[src/verilog/cisc_pkg.sv]
/*
 * Shared constants, types and helpers for the channel input-select control block.
 * Assumes a single 50 MHz APB clock domain; nothing here holds state.
 */
package cisc_pkg;

    // Register byte offsets
    localparam logic [7:0] ADDR_CHAN_ONE = 8'h00;
    localparam logic [7:0] ADDR_CHAN_TWO = 8'h04;
    localparam logic [7:0] ADDR_RATE_CFG = 8'h08;
    localparam logic [7:0] ADDR_TEST_CFG = 8'h0c;
    localparam logic [7:0] ADDR_STATUS = 8'h10;

    // Channel settings fields
    localparam int SEL_LSB = 0;
    localparam int SEL_W = 4;
    localparam int GAIN_LSB = 4;
    localparam int GAIN_W = 3;
    localparam logic [6:0] CHAN_RESET = 7'h00;

    // Rate configuration fields
    localparam int RATE_LSB = 0;
    localparam int RATE_W = 3;
    localparam int HS_BIT = 3;
    localparam logic [3:0] RATE_RESET = 4'h0;
    localparam logic [2:0] RATE_MAX = 3'h6;

    // Test configuration fields
    localparam int TEN_BIT = 0;
    localparam int TFREQ_BIT = 1;
    localparam logic [1:0] TEST_RESET = 2'h0;

    // Status field positions
    localparam int ST_SEL1_LSB = 0;
    localparam int ST_GAIN1_LSB = 4;
    localparam int ST_SEL2_LSB = 8;
    localparam int ST_GAIN2_LSB = 12;
    localparam int ST_RATE_LSB = 16;
    localparam int ST_RUN_BIT = 20;
    localparam int ST_TEST_BIT = 21;

    // Clock figures
    localparam longint CLK_HZ = 50_000_000;
    localparam longint OSC_HZ = 512_000;
    localparam int ACC_W = 26;
    localparam logic [ACC_W-1:0] ACC_WRAP = ACC_W'(CLK_HZ);
    localparam logic [ACC_W-1:0] ACC_STEP = ACC_W'(OSC_HZ);
    localparam int OSC_GAP_CYCLES = int'(CLK_HZ / OSC_HZ);

    // Slowest output rates, samples per second
    localparam longint HR_BASE_SPS = 125;
    localparam longint HS_BASE_SPS = 250;
    localparam int PER_W = 13;
    localparam int HR_BASE_TICKS = int'(OSC_HZ / HR_BASE_SPS);
    localparam int HS_BASE_TICKS = int'(OSC_HZ / HS_BASE_SPS);

    // Test signal half periods in oscillator ticks
    localparam int TST_W = 20;
    localparam int TEST_SLOW_HALF = 1 << 20;
    localparam int TEST_FAST_HALF = 1 << 19;

    // Selector codes
    typedef enum logic [3:0] {
        SRC_NORMAL = 4'h0,
        SRC_SHORTED = 4'h1,
        SRC_AUX = 4'h2,
        SRC_SUPPLY = 4'h3,
        SRC_TEST = 4'h5
    } cisc_src_t;

    typedef enum logic {
        CONV_IDLE = 1'b0,
        CONV_RUN = 1'b1
    } cisc_conv_state_t;

    // One-hot switch enables for one channel
    typedef struct packed {
        logic normal;
        logic shorted;
        logic aux_single;
        logic supply_monitor;
        logic test;
    } cisc_route_t;

    // Applied settings of one channel
    typedef struct packed {
        cisc_route_t route;
        logic [2:0] gain_code;
        logic [3:0] gain_value;
    } cisc_chan_t;

    function automatic logic cisc_sel_valid(input logic [3:0] s);
        return s inside {SRC_NORMAL, SRC_SHORTED, SRC_AUX, SRC_SUPPLY, SRC_TEST};
    endfunction : cisc_sel_valid

    function automatic logic [3:0] cisc_gain_value(input logic [2:0] c);
        case (c)
            3'h0: return 4'h1;
            3'h1: return 4'h2;
            3'h2: return 4'h3;
            3'h3: return 4'h4;
            3'h4: return 4'h6;
            3'h5: return 4'h8;
            3'h6: return 4'hc;
            default: return 4'h0;
        endcase
    endfunction : cisc_gain_value

endpackage : cisc_pkg

[src/verilog/cisc_top.sv]
/*
 * Channel input-select control: APB register file, per-channel routing and
 * gain decode, data-rate timing from a 512 kHz oscillator tick, test signal.
 * Assumes pclk at 50 MHz and a start input already synchronous to pclk.
 */
// Decided for this implementation: the register addresses and the APB register port.
`timescale 1ns/1ps

// Applies one channel's settings; reserved codes keep the last valid value
module cisc_chan
    import cisc_pkg::*;
(
    input wire logic pclk, // Bus clock
    input wire logic presetn, // Async reset, active low
    input wire logic [6:0] settings, // Channel settings register
    output cisc_chan_t applied // Applied routing and gain
);
    logic [3:0] sel;
    logic [2:0] gain;
    logic [3:0] sel_raw;
    logic [2:0] gain_raw;
    logic [3:0] next_sel;
    logic [2:0] next_gain;

    assign sel_raw = settings[SEL_LSB +: SEL_W];
    assign gain_raw = settings[GAIN_LSB +: GAIN_W];
    assign next_sel = cisc_sel_valid(sel_raw) ? sel_raw : sel;
    assign next_gain = (cisc_gain_value(gain_raw) != 4'h0) ? gain_raw : gain;

    always_ff @(posedge pclk or negedge presetn) begin
        if (!presetn) begin
            sel <= SRC_NORMAL;
            gain <= 3'h0;
        end else begin
            sel <= next_sel;
            gain <= next_gain;
        end
    end

    assign applied.route.normal = (sel == SRC_NORMAL);
    assign applied.route.shorted = (sel == SRC_SHORTED);
    assign applied.route.aux_single = (sel == SRC_AUX);
    assign applied.route.supply_monitor = (sel == SRC_SUPPLY);
    assign applied.route.test = (sel == SRC_TEST);
    assign applied.gain_code = gain;
    assign applied.gain_value = cisc_gain_value(gain);
endmodule : cisc_chan

// What this block does
// - each channel takes its routing from its own settings register, independently
// - selector 0001 shorts both channel inputs to mid-reference
// - selector 0101 routes the internal test signal onto the channel
// - test signal exists only when enabled, toggling at the chosen rate
// - selector 0011 routes the channel-specific supply monitor
// - selector 0010 measures auxiliary single input against mid-supply
// - seven gain codes give gains 1, 2, 3, 4, 6, 8, 12
// - test source shared; each channel keeps own input pair
// - high-speed rate code 000 gives 250, doubling to 16000 at 110
// - high-resolution rate code 000 gives 125, doubling to 8000 at 110
// - internal 512 kHz oscillator clocks the conversions
// - start pin aligns conversions across devices sharing it
module cisc_top
    import cisc_pkg::*;
#(
    parameter int TEST_SLOW_HALF_TICKS = TEST_SLOW_HALF, // Slow test half period
    parameter int TEST_FAST_HALF_TICKS = TEST_FAST_HALF // Fast test half period
) (
    input wire logic pclk, // 50 MHz bus clock
    input wire logic presetn, // Async reset, active low
    input wire logic psel, // APB select
    input wire logic penable, // APB enable
    input wire logic pwrite, // APB write
    input wire logic [7:0] paddr, // APB byte address
    input wire logic [31:0] pwdata, // APB write data
    output logic [31:0] prdata, // APB read data
    output logic pready, // APB ready
    output logic pslverr, // APB error
    input wire logic start, // Conversion start pin
    output cisc_chan_t chan_one, // Channel 1 applied settings
    output cisc_chan_t chan_two, // Channel 2 applied settings
    output logic test_signal_positive, // Shared test source, plus side
    output logic test_signal_negative, // Shared test source, minus side
    output logic osc_tick, // 512 kHz oscillator tick
    output logic conv_strobe, // Sample-ready pulse
    output logic high_speed // Applied power mode
);
    logic [6:0] channel_one_settings;
    logic [6:0] channel_two_settings;
    logic [3:0] rate_configuration;
    logic [1:0] test_reference_configuration;
    logic [2:0] data_rate_code;
    logic [ACC_W-1:0] osc_acc;
    logic [PER_W-1:0] conv_cnt;
    logic [TST_W-1:0] test_cnt;
    logic start_d;
    cisc_conv_state_t conv_state;

    // APB decode; no wait states, error on unmapped or status write
    logic setup;
    logic access;
    logic wr_en;
    logic mapped;
    logic [31:0] rd_value;
    logic [31:0] status_word;
    assign setup = psel && !penable;
    assign access = psel && penable;
    assign mapped = paddr inside {ADDR_CHAN_ONE, ADDR_CHAN_TWO, ADDR_RATE_CFG,
                                  ADDR_TEST_CFG, ADDR_STATUS};
    assign pready = 1'b1;
    assign pslverr = access && (!mapped || (pwrite && paddr == ADDR_STATUS));
    assign wr_en = access && pwrite && !pslverr;

    always_ff @(posedge pclk or negedge presetn) begin
        if (!presetn) begin
            channel_one_settings <= CHAN_RESET;
            channel_two_settings <= CHAN_RESET;
            rate_configuration <= RATE_RESET;
            test_reference_configuration <= TEST_RESET;
        end else if (wr_en) begin
            if (paddr == ADDR_CHAN_ONE) channel_one_settings <= pwdata[6:0];
            if (paddr == ADDR_CHAN_TWO) channel_two_settings <= pwdata[6:0];
            if (paddr == ADDR_RATE_CFG) rate_configuration <= pwdata[3:0];
            if (paddr == ADDR_TEST_CFG) test_reference_configuration <= pwdata[1:0];
        end
    end

    // Read data captured in setup so it stands through access
    // Route codes go in as arguments so the word follows every route change
    assign status_word = {10'h000, test_signal_positive, conv_state == CONV_RUN,
                          high_speed, data_rate_code, 1'b0, chan_two.gain_code,
                          route_code(chan_two.route), 1'b0, chan_one.gain_code,
                          route_code(chan_one.route)};
    assign rd_value = (paddr == ADDR_CHAN_ONE) ? {25'h0, channel_one_settings} :
                      (paddr == ADDR_CHAN_TWO) ? {25'h0, channel_two_settings} :
                      (paddr == ADDR_RATE_CFG) ? {28'h0, rate_configuration} :
                      (paddr == ADDR_TEST_CFG) ? {30'h0, test_reference_configuration} :
                      (paddr == ADDR_STATUS) ? status_word : 32'h0;

    always_ff @(posedge pclk or negedge presetn) begin
        if (!presetn) prdata <= 32'h0;
        else if (setup) prdata <= pwrite ? 32'h0 : rd_value;
    end

    function automatic logic [3:0] route_code(input cisc_route_t r);
        return r.shorted ? SRC_SHORTED : r.aux_single ? SRC_AUX :
               r.supply_monitor ? SRC_SUPPLY : r.test ? SRC_TEST : SRC_NORMAL;
    endfunction : route_code

    cisc_chan u_chan_one (
        .pclk(pclk),
        .presetn(presetn),
        .settings(channel_one_settings),
        .applied(chan_one)
    );
    cisc_chan u_chan_two (
        .pclk(pclk),
        .presetn(presetn),
        .settings(channel_two_settings),
        .applied(chan_two)
    );

    // reserved rate code keeps previous rate
    logic [2:0] next_rate;
    assign next_rate = (rate_configuration[RATE_LSB +: RATE_W] <= RATE_MAX) ?
                       rate_configuration[RATE_LSB +: RATE_W] : data_rate_code;
    always_ff @(posedge pclk or negedge presetn) begin
        if (!presetn) begin
            data_rate_code <= 3'h0;
            high_speed <= 1'b0;
        end else begin
            data_rate_code <= next_rate;
            high_speed <= rate_configuration[HS_BIT];
        end
    end

    // fractional 512 kHz tick; 50 MHz is no integer multiple
    logic [ACC_W-1:0] acc_sum;
    logic acc_over;
    assign acc_sum = osc_acc + ACC_STEP;
    assign acc_over = acc_sum >= ACC_WRAP;
    always_ff @(posedge pclk or negedge presetn) begin
        if (!presetn) begin
            osc_acc <= '0;
            osc_tick <= 1'b0;
        end else begin
            osc_acc <= acc_over ? acc_sum - ACC_WRAP : acc_sum;
            osc_tick <= acc_over;
        end
    end

    // period in ticks halves per code step
    logic [PER_W-1:0] period;
    logic [PER_W-1:0] base_ticks;
    assign base_ticks = high_speed ? PER_W'(HS_BASE_TICKS) : PER_W'(HR_BASE_TICKS);
    assign period = base_ticks >> data_rate_code;

    // start rise restarts the count so shared starts line up
    logic start_rise;
    logic conv_end;
    assign start_rise = start && !start_d;
    assign conv_end = osc_tick && (conv_cnt == period - PER_W'(1));
    always_ff @(posedge pclk or negedge presetn) begin
        if (!presetn) begin
            start_d <= 1'b0;
            conv_state <= CONV_IDLE;
            conv_cnt <= '0;
            conv_strobe <= 1'b0;
        end else begin
            start_d <= start;
            conv_strobe <= 1'b0;
            case (conv_state)
                CONV_IDLE: begin
                    conv_cnt <= '0;
                    if (start_rise) conv_state <= CONV_RUN;
                end
                CONV_RUN: begin
                    if (!start) begin
                        conv_state <= CONV_IDLE;
                        conv_cnt <= '0;
                    end else if (conv_end) begin
                        conv_cnt <= '0;
                        conv_strobe <= 1'b1;
                    end else if (osc_tick) begin
                        conv_cnt <= conv_cnt + PER_W'(1);
                    end
                end
                default: conv_state <= CONV_IDLE;
            endcase
        end
    end

    // test square wave only while enabled
    logic [TST_W-1:0] test_half;
    assign test_half = test_reference_configuration[TFREQ_BIT] ?
                       TST_W'(TEST_FAST_HALF_TICKS - 1) : TST_W'(TEST_SLOW_HALF_TICKS - 1);
    always_ff @(posedge pclk or negedge presetn) begin
        if (!presetn) begin
            test_cnt <= '0;
            test_signal_positive <= 1'b0;
        end else if (!test_reference_configuration[TEN_BIT]) begin
            test_cnt <= '0;
            test_signal_positive <= 1'b0;
        end else if (osc_tick) begin
            test_cnt <= (test_cnt >= test_half) ? '0 : test_cnt + TST_W'(1);
            if (test_cnt >= test_half) test_signal_positive <= !test_signal_positive;
        end
    end
    // Minus side is the complement only while the source is live
    assign test_signal_negative = test_reference_configuration[TEN_BIT] &&
                                  !test_signal_positive;
endmodule : cisc_top

[config.mk]
export PLATFORM = sky130hd
export DESIGN_NAME = cisc_top
export DESIGN_NICKNAME = d
export VERILOG_FILES = /design/src/verilog/cisc_pkg.sv /design/src/verilog/cisc_top.sv
export SDC_FILE = /design/constraint.sdc
export NUM_CORES = 1
export LEC_CHECK = 0
export ABC_CLOCK_PERIOD_IN_PS = 4500
export BUFFER_PORTS_ARGS = -buffer_cell sky130_fd_sc_hd__buf_4
export CORE_UTILIZATION = 45
export CTS_BUF_LIST = sky130_fd_sc_hd__clkbuf_2 sky130_fd_sc_hd__clkbuf_4 sky130_fd_sc_hd__clkbuf_8
export DETAILED_ROUTE_END_ITERATION = 8
export PLACE_DENSITY = 0.68
export SYNTH_ARGS = -nofsm -noshare
export SYNTH_HDL_FRONTEND = slang
export SYNTH_SLANG_ARGS = --single-unit
export TNS_END_PERCENT = 20
[constraint.sdc]
create_clock -name pclk -period 4.5 [get_ports pclk]
set_clock_uncertainty 0.15 [all_clocks]
set_input_delay 0.9 -clock pclk [delete_from_list [all_inputs] [get_ports pclk]]
set_output_delay 0.9 -clock pclk [all_outputs]
set_load 0.02 [all_outputs]
==> flow_summary.json <==
{
  "clock_path_buffers": 2,
  "synth.most_common_cell": "dfrtp_1",
  "nNetsFinal": 795,
  "fin_area_mm2": 0.00738,
  "finalWirelength_mm": 14.0,
  "diodes": 0,
  "final_util_pct": 53.2,
  "clock_sinks": 114,
  "maxCapViolations": 0,
  "ys_types": 73,
  "syn_area_per_cell_um2": 9.51,
  "max_slew.worst_pin.slew_ns": 0.957,
  "finalHoldViolations": 0,
  "ant_nets": 0,
  "route.detailed.wl_per_inst_um": 15.0,
  "grt_pass1_wl_mm": 23.8,
  "die_w_um": 121,
  "clock_latency_ns": 0.43,
  "synth_top_flop_cell": "dfrtp_1",
  "synth_top_area_cell": "dfrtp_1",
  "ys_seq_area_share_pct": 44.5,
  "drive_gt1_share_pct": 19.4,
  "ir_drop_uv": 169,
  "cp-start-kind": "register",
  "area_delta_synth_final_pct": 15.2,
  "synthTopCellsByArea": "dfrtp_1, nand2_1, mux2_2",
  "synth-edff-count": 0,
  "grt_max_degree": 66,
  "drtIter0Drc": 327,
  "clk_pin_slew_ns": 0.08,
  "grtUsageTotal_pct": 20.5,
  "end_kind": "register",
  "coreArea_mm2": 0.0139,
  "netlist_instances": 674,
  "power_density_mw_per_mm2": 279,
  "antenna_found_initial": 0,
  "worstPathMaxFanout": 21,
  "relSlewSlack_pct": 36.2,
  "setup_viol": 0,
  "critPathKind": "register to register",
  "row_count": 43,
  "power.leakage_nw": 3.31,
  "portBuffers": 69,
  "clockRootBuffer": "clkbuf_8",
  "timing.final.crit_share_pct": 77.3,
  "postSynth.asyncResetShare_pct": 100,
  "netlist_top_cells_count": "dfrtp_1, nand2_1, nor2_1",
  "cts_tree": "built",
  "start_util_pct": 46.2,
  "rsz0062_at_grt": "false",
  "period_needed_ns": 3.48,
  "placed_area_mm2": 0.00700,
  "via_per_inst": 5.57,
  "max_freq_mhz": 288,
  "die_h_um": 121,
  "die-area_mm2": 0.0147,
  "drc": 0,
  "cp-startpoint": "high_speed",
  "synth_top_cell_area_share_pct": 44.5,
  "holdBufCountCts": 0,
  "dp_hpwl_mm": 10.0,
  "boundaryPins": 109,
  "outcome": "finished clean",
  "slew_violations": 0,
  "synth-seq-cells": 114,
  "cts_resized": 0,
  "final.setup.tns_ns": 0,
  "r2r-start": "high_speed",
  "grt_pass1_vias": 5023,
  "syn_area_mm2": 0.00641,
  "grt-ovfl-total": 0,
  "crit_arrival_ns": 3.66,
  "hold_class": "register to register",
  "yosysWarnings": 0,
  "cp.required_ns": 4.68,
  "htreeDepth": 4,
  "cts_setup_buffers": 0,
  "gp_congestion": 0.939,
  "drtPass1Iterations": 4,
  "vias": 5187,
  "numCtsBuffers": 17,
  "hold_start": "rate_configuration[3]"
}
[area by class of cell]
cell class                      count  area (um2)
Clock inverter                     14         131
Sequential cell                   114        2850
Clock buffer                       18         248
Timing Repair Buffer               73         548
Multi-Input combinational cell    508        3280
Tap cell                          180         225
Inverter                           25        93.8
Fill cell                        1248        6500
[metal layers]
layer  global-route usage [%]  wire length [um]  up-vias
met3                     4.75               625       20
met4                     7.56               208        0
met2                     34.0              6920      135
met5                        0                 0        -
li1                         -                 -     2505
met1                     26.0              6260     2527
[sequential cells by signal, indices dropped and copies added (netlist names), 2 cells and up]
register	count
channel_one_settings	7
u_chan_two.sel	4
u_chan_one.sel	4
rate_configuration	4
data_rate_code	3
prdata	19
conv_cnt	13
test_reference_configuration	2
u_chan_two.gain	3
channel_two_settings	7
u_chan_one.gain	3
test_cnt	20
osc_acc	19
[cells by family (layout without fill, tap and decap cells)]
kind of cell             after synthesis  after routing  synth area share, %
adder cells (fa/ha/maj)               10             10                 1.95
XOR/XNOR                              45             45                 6.60
AND/OR/NAND/NOR                      263            263                 20.8
flip-flops                           114            114                 44.5
multiplexers                          29             29                 4.94
buffers and inverters                 64            130                 5.08
AO/OA/AOI/OAI                        147            147                 16.0
other                                  2             14                0.117
[stage by stage]
stage,cells,setup WS [ns],hold slack (ns),power (mW)
after floorplan,686,1.34,0.221,1.12
after global placement,900,1.10,0.265,1.17
after detailed placement,900,1.01,0.250,1.17
after CTS,932,1.02,0.257,2.09
after global routing,932,0.797,0.266,2.15
final,932,1.02,0.256,2.06
[cells in the final DEF (no fill, tap or decap), types with 5 or more instances in the layout]
cell type	Yosys	routed
mux2i_1	8	8
inv_1	25	25
and2_1	5	5
nand2b_1	11	11
ha_1	10	10
buf_4	16	73
nor3_1	13	13
xor2_1	15	15
a22o_1	17	17
nand2_1	77	77
o21ai_0	43	43
nand3_1	25	25
a21oi_1	33	33
mux2_2	21	21
dfrtp_1	114	114
xnor2_1	27	27
nor2b_1	13	13
nand4_1	9	9
conb_1	2	14
and3_1	17	17
a31oi_1	5	5
nor2_1	57	57
clkbuf_8	0	18
nand3b_1	5	5
[final timing paths]
path | slack (ns) | depth (start not counted) | to
min in group asynchronous | 0.43 | 1 | u_chan_two.gain[1]
max in group asynchronous | 2.90 | 2 | test_cnt[14]
worst min register to register | 0.26 | 0 | high_speed
worst max-delay path | 1.02 | 10 | conv_cnt[11]
worst max register to register | 1.02 | 10 | conv_cnt[11]
worst min-delay path | 0.26 | 0 | high_speed
[critical path, cell delays in order (launching register included)]
cell and delay (ns):
dfrtp_1 0.42, ha_1 0.38, nand3_1 0.17, ha_1 0.31, inv_1 0.11, nor3_1 0.07
or4_4 0.54, a2111oi_4 0.43, a21oi_2 0.29, and3_1 0.25, a221o_1 0.25
[power by group]
part	switching, mW	internal [mW]
Combinational	0.0744	0.0364
Clock	0.457	0.456
Sequential	0.00769	1.03
Power figures use the tool's default switching activity.
